--- src/logic/sls_regs.svh ---
// Offsets, fields, reset values and timing counts of the sequencer
`ifndef SLS_REGS_SVH
`define SLS_REGS_SVH
`define SLS_CTRL_OFS 32'h0000_0000
`define SLS_INTERVAL_OFS 32'h0000_0004
`define SLS_START_OFS 32'h0000_0008
`define SLS_CHSEL_OFS 32'h0000_000C
`define SLS_STATUS_OFS 32'h0000_0010
`define SLS_INT_STAT_OFS 32'h0000_0014
`define SLS_INT_MASK_OFS 32'h0000_0018
`define SLS_INTERVAL_RST 8'h01
`define SLS_CHSEL_RST 8'hFF
`define SLS_RAWSEL_RST 8'h00
`define SLS_INTERVAL_MIN 8'h01
`define SLS_INTERVAL_MAX 8'hE8
`define SLS_CHSEL_LSB 0
`define SLS_RAWSEL_LSB 8
`define SLS_ST_STATE_LSB 0
`define SLS_ST_LED 4
`define SLS_ST_SAFE 5
`define SLS_ST_CPRES 6
`define SLS_ST_CFULL 7
`define SLS_ST_USB 8
`define SLS_ST_COUNT_LSB 16
`define SLS_IRQ_SAMPLE 0
`define SLS_IRQ_START 1
`define SLS_IRQ_FLUSHED 2
`define SLS_IRQ_CFULL 3
`define SLS_IRQ_CMISS 4
`define SLS_IRQ_OVERRUN 5
`define SLS_IRQ_W 6
`define SLS_CLK_HZ 200000000
`define SLS_SUB_MS 125
`define SLS_SUB_CYC (`SLS_CLK_HZ / 1000 * `SLS_SUB_MS)
`define SLS_SUB_PER_S (1000 / `SLS_SUB_MS)
`define SLS_SETTLE_S 5
`define SLS_LEAD_S 1
`define SLS_HOLD_MS 1000
`define SLS_HOLD_SUB (`SLS_HOLD_MS / `SLS_SUB_MS)
`define SLS_BLINK_MS 250
`define SLS_BLINK_HALF_SUB (`SLS_BLINK_MS / 2 / `SLS_SUB_MS)
`define SLS_FLASH_SUB 1
`define SLS_DEB_MS 10
`define SLS_DEB_CYC (`SLS_CLK_HZ / 1000 * `SLS_DEB_MS)
`endif

--- src/logic/sls_pkg.sv ---
// Types shared by the logging sequencer and its bench
`default_nettype none
package sls_pkg;
  // Start method held in the control register
  typedef enum logic [1:0] {
    SLS_MODE_OFF,
    SLS_MODE_PWRUP,
    SLS_MODE_BUTTON,
    SLS_MODE_TIMED
  } sls_mode_t;
  // Sequencer states
  typedef enum logic [3:0] {
    SLS_ST_IDLE,
    SLS_ST_OFF,
    SLS_ST_SETTLE,
    SLS_ST_WAIT_BTN,
    SLS_ST_WAIT_TIME,
    SLS_ST_LEAD,
    SLS_ST_LOG,
    SLS_ST_FLUSH,
    SLS_ST_DONE
  } sls_state_t;
  // Live measurement inputs
  typedef struct packed {
    logic [7:0][15:0] temp;
    logic [7:0][15:0] raw;
    logic [7:0] general_digital_lines;
    logic [1:0][15:0] junction_compensation_sensor;
  } sls_meas_t;
  // One logged record
  typedef struct packed {
    logic [31:0] timestamp;
    logic [7:0] chan_sel;
    logic [7:0] raw_sel;
    logic [7:0][15:0] value;
    logic [7:0] general_digital_lines;
    logic [1:0][15:0] junction_compensation_sensor;
  } sls_record_t;
endpackage
`default_nettype wire

--- src/logic/sls_logging_sequencer.sv ---
// Standalone logging sequencer with AHB-Lite registers, record buffer and LED
//
// Local design decisions: the placing of the registers and the AHB-Lite slave port.
`timescale 1ns/1ps
`default_nettype none
`include "sls_regs.svh"
// Operation
// - Entries spaced 1 to 232 whole seconds apart.
// - Record: timestamp, channel values, digital lines, junction sensors.
// - Power-up start logs five seconds after reset.
// - Button start: hold lights LED, sample one second later.
// - First sample waits for five seconds of uptime.
// - Timed start waits for the start time, then lights LED.
// - No logging while USB is attached.
// - Button hold stops capture and darkens LED.
// - Buffered records flushed before safe removal is shown, or dropped if the card is full.
// - Logging off keeps the LED dark.
// - Logging LED lit, blanked at each capture.
// - Button start LED dark until a one-second hold.
// - Timed wait LED dark, brief pulse each second.
// - Card full while logging blinks the LED with a 250 ms period.
// - Card removed while logging blinks; reinsertion stops it.
module sls_logging_sequencer
  import sls_pkg::*;
#(
  parameter int unsigned SUB_CYC = `SLS_SUB_CYC,
  parameter int unsigned DEB_CYC = `SLS_DEB_CYC,
  parameter int unsigned BUF_DEPTH = 8,
  parameter int unsigned FLUSH_LEVEL = 4
) (
  input wire logic hclk,
  input wire logic hresetn,
  input wire logic hsel,
  input wire logic [31:0] haddr,
  input wire logic [1:0] htrans,
  input wire logic hwrite,
  input wire logic [2:0] hsize,
  input wire logic [31:0] hwdata,
  input wire logic hready,
  output logic [31:0] hrdata,
  output logic hreadyout,
  output logic hresp,
  output logic irq,
  input wire logic btn_pin,
  input wire logic usb_active_pin,
  input wire logic card_present_pin,
  input wire logic card_full_pin,
  input wire logic [31:0] rtc_time,
  input wire sls_meas_t meas,
  output logic led,
  output logic safe_remove,
  output logic logging_active,
  output logic card_wr_valid,
  input wire logic card_wr_ready,
  output sls_record_t card_wr_data
);
  localparam int unsigned AW = (BUF_DEPTH > 1) ? $clog2(BUF_DEPTH) : 1;
  localparam int unsigned IW = `SLS_IRQ_W;
  localparam logic [31:0] SUB_N = 32'(SUB_CYC);
  localparam logic [31:0] DEB_N = 32'(DEB_CYC);
  localparam logic [3:0] SUB_PER_S = 4'(`SLS_SUB_PER_S);
  localparam logic [7:0] SETTLE_SUB = 8'(`SLS_SETTLE_S * `SLS_SUB_PER_S);
  localparam logic [7:0] LEAD_SUB = 8'(`SLS_LEAD_S * `SLS_SUB_PER_S);
  localparam logic [7:0] HOLD_SUB = 8'(`SLS_HOLD_SUB);
  localparam logic [3:0] BLINK_HALF = 4'(`SLS_BLINK_HALF_SUB);
  localparam logic [3:0] FLASH_SUB = 4'(`SLS_FLASH_SUB);
  localparam logic [AW:0] DEPTH_N = (AW + 1)'(BUF_DEPTH);
  localparam logic [AW:0] LEVEL_N = (AW + 1)'(FLUSH_LEVEL);
  localparam logic [AW-1:0] LAST_PTR = AW'(BUF_DEPTH - 1);

  // All state of the block
  typedef struct packed {
    logic ap_valid;
    logic ap_write;
    logic ap_word;
    logic [31:0] ap_addr;
    logic [31:0] hrdata;
    sls_mode_t mode;
    logic [7:0] interval;
    logic [31:0] start_time;
    logic [7:0] chan_sel;
    logic [7:0] raw_sel;
    logic [IW-1:0] int_stat;
    logic [IW-1:0] int_mask;
    logic irq;
    logic [2:0] btn_s;
    logic [2:0] usb_s;
    logic [2:0] cpres_s;
    logic [2:0] cfull_s;
    logic btn_lvl;
    logic usb;
    logic cpres;
    logic cfull;
    logic btn_deb;
    logic [31:0] deb_cnt;
    logic btn_armed;
    logic [7:0] hold_cnt;
    logic [31:0] div_cnt;
    logic [3:0] sub_in_sec;
    logic [7:0] up_sub;
    logic [7:0] lead_sub;
    logic [7:0] sec_cnt;
    logic [3:0] blank_cnt;
    logic [3:0] blink_cnt;
    logic blink;
    sls_state_t state;
    logic led;
    logic safe;
    sls_record_t [BUF_DEPTH-1:0] mem;
    logic [AW-1:0] wr_ptr;
    logic [AW-1:0] rd_ptr;
    logic [AW:0] count;
    logic burst;
    logic out_full;
    sls_record_t out_rec;
  } sls_core_t;

  sls_core_t r_q;
  sls_core_t r_d;
  sls_record_t rec;
  logic [IW-1:0] ev;
  logic [IW-1:0] w1c;
  logic [31:0] status;
  logic new_ap;
  logic wr_en;
  logic ctrl_wr;
  logic sub_tick;
  logic sec_tick;
  logic settled;
  logic hold_evt;
  logic take_sample;
  logic restart_div;
  logic drop;
  logic push;
  logic pop;
  logic fault;

  // Second and third stages agree
  function automatic logic agree(input logic [2:0] s, input logic cur);
    agree = (s[1] == s[2]) ? s[2] : cur;
  endfunction

  // Interval clamp
  function automatic logic [7:0] clamp_ivl(input logic [31:0] v);
    if (v < 32'(`SLS_INTERVAL_MIN)) begin
      clamp_ivl = `SLS_INTERVAL_MIN;
    end else if (v > 32'(`SLS_INTERVAL_MAX)) begin
      clamp_ivl = `SLS_INTERVAL_MAX;
    end else begin
      clamp_ivl = v[7:0];
    end
  endfunction

  // Buffer pointer step with wrap
  function automatic logic [AW-1:0] ptr_inc(input logic [AW-1:0] p);
    ptr_inc = (p == LAST_PTR) ? '0 : p + 1'b1;
  endfunction

  // One wait state on reads
  assign hreadyout = ~(r_q.ap_valid & ~r_q.ap_write);
  assign hresp = 1'b0;
  assign hrdata = r_q.hrdata;
  assign irq = r_q.irq;
  assign led = r_q.led;
  assign safe_remove = r_q.safe;
  assign logging_active = (r_q.state == SLS_ST_LOG);
  assign card_wr_valid = r_q.out_full;
  assign card_wr_data = r_q.out_rec;

  // Next-state logic of the whole block
  always_comb begin
    r_d = r_q;
    ev = '0;
    w1c = '0;
    ctrl_wr = 1'b0;
    take_sample = 1'b0;
    restart_div = 1'b0;
    drop = 1'b0;
    // Status word
    status = '0;
    status[`SLS_ST_STATE_LSB +: 4] = r_q.state;
    status[`SLS_ST_LED] = r_q.led;
    status[`SLS_ST_SAFE] = r_q.safe;
    status[`SLS_ST_CPRES] = r_q.cpres;
    status[`SLS_ST_CFULL] = r_q.cfull;
    status[`SLS_ST_USB] = r_q.usb;
    status[`SLS_ST_COUNT_LSB +: 8] = 8'(r_q.count);
    // Address phase capture
    new_ap = hsel & htrans[1] & hready;
    wr_en = r_q.ap_valid & r_q.ap_write & r_q.ap_word;
    if (new_ap) begin
      r_d.ap_valid = 1'b1;
      r_d.ap_write = hwrite;
      r_d.ap_word = (hsize == 3'h2);
      r_d.ap_addr = haddr;
    end else begin
      r_d.ap_valid = 1'b0;
    end
    // Read data in the wait state
    if (r_q.ap_valid & ~r_q.ap_write) begin
      if (r_q.ap_addr == `SLS_CTRL_OFS) begin
        r_d.hrdata = {30'h0, r_q.mode};
      end else if (r_q.ap_addr == `SLS_INTERVAL_OFS) begin
        r_d.hrdata = {24'h0, r_q.interval};
      end else if (r_q.ap_addr == `SLS_START_OFS) begin
        r_d.hrdata = r_q.start_time;
      end else if (r_q.ap_addr == `SLS_CHSEL_OFS) begin
        r_d.hrdata = {16'h0, r_q.raw_sel, r_q.chan_sel};
      end else if (r_q.ap_addr == `SLS_STATUS_OFS) begin
        r_d.hrdata = status;
      end else if (r_q.ap_addr == `SLS_INT_STAT_OFS) begin
        r_d.hrdata = 32'(r_q.int_stat);
      end else if (r_q.ap_addr == `SLS_INT_MASK_OFS) begin
        r_d.hrdata = 32'(r_q.int_mask);
      end else begin
        r_d.hrdata = 32'h0000_0000;
      end
    end
    // Register writes in the data phase
    if (wr_en) begin
      if (r_q.ap_addr == `SLS_CTRL_OFS) begin
        r_d.mode = sls_mode_t'(hwdata[1:0]);
        ctrl_wr = 1'b1;
      end else if (r_q.ap_addr == `SLS_INTERVAL_OFS) begin
        r_d.interval = clamp_ivl(hwdata);
      end else if (r_q.ap_addr == `SLS_START_OFS) begin
        r_d.start_time = hwdata;
      end else if (r_q.ap_addr == `SLS_CHSEL_OFS) begin
        r_d.chan_sel = hwdata[`SLS_CHSEL_LSB +: 8];
        r_d.raw_sel = hwdata[`SLS_RAWSEL_LSB +: 8];
      end else if (r_q.ap_addr == `SLS_INT_STAT_OFS) begin
        w1c = hwdata[IW-1:0];
      end else if (r_q.ap_addr == `SLS_INT_MASK_OFS) begin
        r_d.int_mask = hwdata[IW-1:0];
      end
    end
    // Pin synchronisers
    r_d.btn_s = {r_q.btn_s[1:0], btn_pin};
    r_d.usb_s = {r_q.usb_s[1:0], usb_active_pin};
    r_d.cpres_s = {r_q.cpres_s[1:0], card_present_pin};
    r_d.cfull_s = {r_q.cfull_s[1:0], card_full_pin};
    r_d.btn_lvl = agree(r_q.btn_s, r_q.btn_lvl);
    r_d.usb = agree(r_q.usb_s, r_q.usb);
    r_d.cpres = agree(r_q.cpres_s, r_q.cpres);
    r_d.cfull = agree(r_q.cfull_s, r_q.cfull);
    // Button debounce
    if (r_q.btn_lvl != r_q.btn_deb) begin
      if (r_q.deb_cnt >= DEB_N - 32'h1) begin
        r_d.btn_deb = r_q.btn_lvl;
        r_d.deb_cnt = '0;
      end else begin
        r_d.deb_cnt = r_q.deb_cnt + 32'h1;
      end
    end else begin
      r_d.deb_cnt = '0;
    end
    // Sub-second and second ticks
    sub_tick = (r_q.div_cnt >= SUB_N - 32'h1);
    sec_tick = sub_tick & (r_q.sub_in_sec == SUB_PER_S - 4'h1);
    r_d.div_cnt = sub_tick ? '0 : r_q.div_cnt + 32'h1;
    if (sec_tick) begin
      r_d.sub_in_sec = '0;
    end else if (sub_tick) begin
      r_d.sub_in_sec = r_q.sub_in_sec + 4'h1;
    end
    // Uptime, saturating
    settled = (r_q.up_sub >= SETTLE_SUB);
    if (sub_tick && !settled) begin
      r_d.up_sub = r_q.up_sub + 8'h1;
    end
    // Fault blink
    if (sub_tick) begin
      if (r_q.blink_cnt >= BLINK_HALF - 4'h1) begin
        r_d.blink_cnt = '0;
        r_d.blink = ~r_q.blink;
      end else begin
        r_d.blink_cnt = r_q.blink_cnt + 4'h1;
      end
    end
    // Hold timer
    hold_evt = 1'b0;
    if (!r_q.btn_deb) begin
      r_d.btn_armed = 1'b1;
      r_d.hold_cnt = '0;
    end else if (r_q.btn_armed && sub_tick) begin
      if (r_q.hold_cnt >= HOLD_SUB - 8'h1) begin
        hold_evt = 1'b1;
        r_d.btn_armed = 1'b0;
        r_d.hold_cnt = '0;
      end else begin
        r_d.hold_cnt = r_q.hold_cnt + 8'h1;
      end
    end
    // Sequencer
    case (r_q.state)
      SLS_ST_IDLE: begin
        if (!r_q.usb) begin
          case (r_q.mode)
            SLS_MODE_OFF: r_d.state = SLS_ST_OFF;
            SLS_MODE_PWRUP: r_d.state = SLS_ST_SETTLE;
            SLS_MODE_BUTTON: r_d.state = SLS_ST_WAIT_BTN;
            default: r_d.state = SLS_ST_WAIT_TIME;
          endcase
        end
      end
      SLS_ST_OFF: begin
        r_d.state = SLS_ST_OFF;
      end
      SLS_ST_SETTLE: begin
        if (settled) begin
          r_d.state = SLS_ST_LOG;
          take_sample = 1'b1;
          restart_div = 1'b1;
          r_d.sec_cnt = '0;
          ev[`SLS_IRQ_START] = 1'b1;
        end
      end
      SLS_ST_WAIT_BTN: begin
        if (hold_evt) begin
          r_d.state = SLS_ST_LEAD;
          restart_div = 1'b1;
          r_d.lead_sub = '0;
          ev[`SLS_IRQ_START] = 1'b1;
        end
      end
      SLS_ST_WAIT_TIME: begin
        if (rtc_time >= r_q.start_time) begin
          r_d.state = SLS_ST_LEAD;
          restart_div = 1'b1;
          r_d.lead_sub = '0;
          ev[`SLS_IRQ_START] = 1'b1;
        end
      end
      SLS_ST_LEAD: begin
        if (hold_evt) begin
          r_d.state = SLS_ST_FLUSH;
        end else if (r_q.lead_sub >= LEAD_SUB && settled) begin
          r_d.state = SLS_ST_LOG;
          take_sample = 1'b1;
          restart_div = 1'b1;
          r_d.sec_cnt = '0;
        end else if (sub_tick && r_q.lead_sub < LEAD_SUB) begin
          r_d.lead_sub = r_q.lead_sub + 8'h1;
        end
      end
      SLS_ST_LOG: begin
        if (hold_evt) begin
          r_d.state = SLS_ST_FLUSH;
        end else if (sec_tick) begin
          if (r_q.sec_cnt + 8'h1 >= r_q.interval) begin
            take_sample = 1'b1;
            r_d.sec_cnt = '0;
          end else begin
            r_d.sec_cnt = r_q.sec_cnt + 8'h1;
          end
        end
      end
      SLS_ST_FLUSH: begin
        if (r_q.cfull) begin
          drop = 1'b1;
          r_d.state = SLS_ST_DONE;
          ev[`SLS_IRQ_FLUSHED] = 1'b1;
        end else if (r_q.count == '0 && !r_q.out_full) begin
          r_d.state = SLS_ST_DONE;
          ev[`SLS_IRQ_FLUSHED] = 1'b1;
        end
      end
      SLS_ST_DONE: begin
        if (hold_evt) begin
          r_d.state = SLS_ST_IDLE;
        end
      end
      default: r_d.state = SLS_ST_IDLE;
    endcase
    // USB or new mode ends capture
    if (r_q.usb || ctrl_wr) begin
      if (r_q.state == SLS_ST_LOG || r_q.state == SLS_ST_LEAD) begin
        r_d.state = SLS_ST_FLUSH;
      end else if (r_q.state != SLS_ST_FLUSH && (ctrl_wr || r_q.state != SLS_ST_DONE)) begin
        r_d.state = SLS_ST_IDLE;
      end
    end
    if (restart_div) begin
      r_d.div_cnt = '0;
      r_d.sub_in_sec = '0;
    end
    // Record assembly
    rec.timestamp = rtc_time;
    rec.chan_sel = r_q.chan_sel;
    rec.raw_sel = r_q.raw_sel;
    for (int i = 0; i < 8; i++) begin
      rec.value[i] = !r_q.chan_sel[i] ? 16'h0000 : (r_q.raw_sel[i] ? meas.raw[i] : meas.temp[i]);
    end
    rec.general_digital_lines = meas.general_digital_lines;
    rec.junction_compensation_sensor = meas.junction_compensation_sensor;
    // Buffer fill and drain
    if (r_q.count >= LEVEL_N) begin
      r_d.burst = 1'b1;
    end else if (r_q.count == '0) begin
      r_d.burst = 1'b0;
    end
    push = take_sample && (r_q.count < DEPTH_N);
    pop = r_q.cpres && !r_q.cfull && (r_q.count != '0) && (r_q.burst || r_q.state == SLS_ST_FLUSH)
      && (!r_q.out_full || card_wr_ready);
    if (r_q.out_full && card_wr_ready) begin
      r_d.out_full = 1'b0;
    end
    if (pop) begin
      r_d.out_rec = r_q.mem[r_q.rd_ptr];
      r_d.out_full = 1'b1;
      r_d.rd_ptr = ptr_inc(r_q.rd_ptr);
    end
    if (push) begin
      r_d.mem[r_q.wr_ptr] = rec;
      r_d.wr_ptr = ptr_inc(r_q.wr_ptr);
    end
    r_d.count = r_q.count + (AW + 1)'(push) - (AW + 1)'(pop);
    if (drop) begin
      r_d.count = '0;
      r_d.rd_ptr = r_q.wr_ptr;
      r_d.out_full = 1'b0;
      r_d.burst = 1'b0;
    end
    ev[`SLS_IRQ_SAMPLE] = push;
    ev[`SLS_IRQ_OVERRUN] = take_sample & ~push;
    // Capture blank timer
    if (take_sample) begin
      r_d.blank_cnt = FLASH_SUB;
    end else if (sub_tick && r_q.blank_cnt != '0) begin
      r_d.blank_cnt = r_q.blank_cnt - 4'h1;
    end
    // Card faults while logging
    fault = (r_d.state == SLS_ST_LOG || r_d.state == SLS_ST_FLUSH) && (r_d.cfull || !r_d.cpres);
    ev[`SLS_IRQ_CFULL] = r_d.cfull & ~r_q.cfull;
    ev[`SLS_IRQ_CMISS] = r_q.cpres & ~r_d.cpres & (r_q.state == SLS_ST_LOG);
    // LED pattern per state
    case (r_d.state)
      SLS_ST_LEAD: r_d.led = 1'b1;
      SLS_ST_LOG: r_d.led = fault ? r_d.blink : (r_d.blank_cnt == '0);
      SLS_ST_FLUSH: r_d.led = fault & r_d.blink;
      SLS_ST_WAIT_TIME: r_d.led = (r_d.sub_in_sec == '0);
      default: r_d.led = 1'b0;
    endcase
    r_d.safe = (r_d.state == SLS_ST_DONE);
    // Sticky events, set beats clear
    r_d.int_stat = (r_q.int_stat & ~w1c) | ev;
    r_d.irq = |(r_d.int_stat & r_d.int_mask);
  end

  // State register
  always_ff @(posedge hclk or negedge hresetn) begin
    if (!hresetn) begin
      r_q <= '0;
      r_q.interval <= `SLS_INTERVAL_RST;
      r_q.chan_sel <= `SLS_CHSEL_RST;
      r_q.raw_sel <= `SLS_RAWSEL_RST;
    end else begin
      r_q <= r_d;
    end
  end
endmodule
`default_nettype wire

--- config.mk ---
export PLATFORM = sky130hd
export DESIGN_NAME = sls_logging_sequencer
export DESIGN_NICKNAME = d
export VERILOG_FILES = /design/src/logic/sls_pkg.sv /design/src/logic/sls_logging_sequencer.sv
export VERILOG_INCLUDE_DIRS = /design/src /design/src/logic
export SDC_FILE = /design/constraint.sdc
export NUM_CORES = 2
export LEC_CHECK = 0
export BUFFER_PORTS_ARGS = -buffer_cell sky130_fd_sc_hd__buf_2
export CAP_MARGIN = 15
export CORE_MARGIN = 2
export CORE_UTILIZATION = 61
export CTS_CLUSTER_DIAMETER = 100
export DETAILED_ROUTE_END_ITERATION = 6
export GPL_ROUTABILITY_DRIVEN = 1
export PLACE_DENSITY = 0.8
export RECOVER_POWER = 25
export SYNTH_ARGS = -nofsm -noshare
export SYNTH_HDL_FRONTEND = slang
export SYNTH_SLANG_ARGS = --single-unit
--- constraint.sdc ---
create_clock -name hclk -period 4.3 [get_ports hclk]
set_input_delay 0.86 -clock hclk [delete_from_list [all_inputs] [get_ports hclk]]
set_output_delay 0.86 -clock hclk [all_outputs]
set_load 0.005 [all_outputs]
==> results.md <==
* Post-Synthesis Cells at 8075
* Pin count of the biggest net entering global routing at 119
* Nets@finish at 8840
* Die width at 406.8 µm
* Root buf cell: clkbuf_16
* WHS Path Cells at 1
* Die Y at 406.8 µm
* Row count at 147
* TritonRoute pass-1 iters at 7
* Register area share after synthesis at 56.23%
* Post-DRT Antenna Nets at 0
* DRC viols at 0
* Leakage at 0.04951 µW
* Num CTS Buffers at 217
* Yosys cell types at 84
* Postcts setup bufs at 0
* Worst VDD drop at 0.0004187 V
* Ys Warns at 0
* Top cells by area, synth: dfrtp_1, mux2_2, mux4_2, o21ai_0, nand2_1
* Die ar. at 165500 µm²
* Post-synth top area cell: dfrtp_1
* # fillers at 10.86k
* Total GRT Usage at 30.39%
* Commonest cells after routing, fill and taps aside: dfrtp_1, nand2_1, o21ai_0
* Yosys top cell area share at 55.99%
* Hold buffer count at CTS at 0
* Vias per std cell at 6.099
* Footprint of the multi-input gates at 38770 µm²
* DP Worst Slack at 0.3936 ns
* Post-DP HPWL at 155700 µm
* Register-to-Register Path Depth at 15
* Worst path arrival time at 4.72 ns
* Avg WL per Cell at 23.16 µm
* WL met2 at 120900 µm
* Gpl congestion at 0.8714
* Total Wirelength at 248800 µm
* Most common cell after layout, fill and taps aside: dfrtp_1
* Num Clock Sinks at 2223
* Violated checks: max-capacitance violations, max-slew violations
* Fin crit period at 3.982 ns
* TritonCTS clock tree: yes
* Outcome: finished with violations
* Synth Flop Type: dfrtp_1
* Number of buffers inserted by port buffering at 659
* Syn_area_per_cell at 12.25 µm²
* Crit-path max FO at 53
* Setup ws final at 0.3177 ns
* Area delta synth->final at 11.99%
* M1 WL at 99390 µm
* Gr ovfl total at 0
* Max Fclk at 251.1 MHz
* Initial Util at 61.56%
* Share of cells above drive strength 1 at 30.07%
* Setup_tns at 0 ns
* Least-Margin Pin Slew at 3.890 ns
* FFs w/ async S/R, synth at 100.0%
* Met3 Wirelength at 17050 µm
* Crit Path Class: flip-flop to flip-flop
* Mapped Area at 98950 µm²
* R2r setup slk at 0.32 ns
* I/O Pins at 662
* Core area at 160800 µm²
* Initial DRC Count at 5592
* Vias in the first global route at 68.35k
* First-pass GRT wire length at 388100 µm
* Max Cap Violations at 2
* Clock Latency Late Sink at 0.87 ns
* PD cells at 471.7 nW/µm²
* Slew margin rel. at -159.3%
* FF/Latch Area at 55660 µm²
* Unrepaired setup endpoints after global routing: no
* Startpoint Class: flip-flop
* Post-CTS Resized at 0
* Final worst-path cycle share at 92.61%
* DR top layer: met5
* Post-synth EDFFs at 0
* Final setup fails at 0
* WP data required at 5.04 ns
* Vias at 65.50k
* Clock Skews at 0.05049 ns
* Initial antenna violation count at 29
* Critical Path End Type: flip-flop
* Clock Tree Buf Depth at 3
* Register clock-pin slew on the reported worst setup and hold paths at 0.06 ns
* Number of synthesized register bits at 2223
* Max H-tree Level at 4
* Final hold violations at 0
* Final Max Slew Viols at 145
* Hold Crit Class: input port to flip-flop
-- cell families after synthesis --
| logic type | Yosys count | share of synthesized area, % |
|---|---|---|
| and+or+nand+nor | 1826 | 7.540 |
| xor gates and xnor gates | 58 | 0.5134 |
| adders and majority gates | 66 | 0.8320 |
| muxes | 1565 | 22.44 |
| DFF | 2223 | 56.23 |
| buffers and inverters | 880 | 4.735 |
| AOI/OAI and AO/OA | 1456 | 7.713 |
| other | 1 | 0.003790 |
-- flip-flops by register name (all words and copies together) (netlist names) --
| signal | count |
|---|---|
| card_wr_data | 216 |
| card_wr_valid | 1 |
| hrdata | 32 |
| irq | 1 |
| led | 1 |
| r_d | 8 |
| r_q | 1963 |
| safe_remove | 1 |
-- report_power, final --
| group | total (µW) | switching (µW) | internal (µW) |
|---|---|---|---|
| clock network | 19800 | 8250 | 11500 |
| logic | 9630 | 5230 | 4400 |
| registers | 22900 | 1070 | 21800 |
-- stage by stage --
stage / util, % / hold slack (ns) / power [µW] / instance area, µm² / cells
2_1_floorplan: - / 0.3312 / 29830 / 99020 / 8093
3_3_place_gp: 64.34 / 0.3394 / 32700 / 103400 / 10312
3_5_place_dp: 64.34 / 0.3411 / 32930 / 103400 / 10312
4_1_cts: 69.03 / 0.04211 / 52640 / 111000 / 10717
5_1_grt: 68.93 / 0.07923 / 54230 / 110800 / 10735
6_report: 68.94 / 0.1050 / 52270 / 110800 / 10741
-- routing by layer --
metal | GRT usage [%] | vias up
met3 | 5.768 | 569
met5 | 0 | -
met1 | 40.59 | 33708
li1 | - | 28784
met4 | 14.20 | 14
met2 | 48.65 | 2429
-- synthesized netlist by cell type, types with 6 or more instances --
| master | number |
|---|---|
| a21boi_0 | 7 |
| a21oi_1 | 257 |
| a221oi_1 | 8 |
| a22o_1 | 18 |
| a22oi_1 | 10 |
| and2_1 | 17 |
| and3_1 | 20 |
| and4_1 | 7 |
| buf_1 | 56 |
| buf_2 | 151 |
| buf_4 | 314 |
| clkbuf_1 | 283 |
| dfrtp_1 | 2214 |
| dfstp_2 | 9 |
| ha_1 | 61 |
| inv_1 | 74 |
| mux2_1 | 7 |
| mux2_2 | 897 |
| mux2i_1 | 229 |
| mux4_2 | 432 |
| nand2_1 | 1302 |
| nand2b_1 | 9 |
| nand3_1 | 33 |
| nand4_1 | 14 |
| nor2_1 | 328 |
| nor2b_1 | 13 |
| nor3_1 | 20 |
| nor4_1 | 17 |
| nor4_2 | 6 |
| o21ai_0 | 1095 |
| o21ai_1 | 9 |
| xnor2_1 | 33 |
| xor2_1 | 25 |
-- critical path, cell delays in order (launching register included) --
cell	delay (ns)
dfrtp_1	0.43
ha_1	0.21
nand3_1	0.12
nor2_1	0.16
xor2_1	0.23
ha_1	0.23
nor3_1	0.06
o21ai_0	0.07
a21oi_1	0.09
nor4_1	0.41
a211o_4	0.31
buf_4	0.24
nand4_4	0.39
buf_12	0.39
buf_12	0.22
o21ai_0	0.24
-- final timing paths --
check	to	from
max	r_q[1042]	r_q[1971]
min	r_d[2087]	btn_pin
max reg2reg	r_q[1042]	r_q[1971]
min reg2reg	r_d[2079]	r_d[2078]
max in group asynchronous	r_q[1589]	hresetn
min in group asynchronous	r_q[448]	hresetn
-- layout make-up --
class	instances	share of cell area, %
sequential	2223	50.22
tap	2160	2.439
antenna	24	0.05420
timing repair buffer	865	5.242
clock buffer	333	5.854
inverter	74	0.2507
clock inverter	72	0.9484
multi-input combinational	4990	34.99
Note: power is estimated with default switching activity, not from simulation.
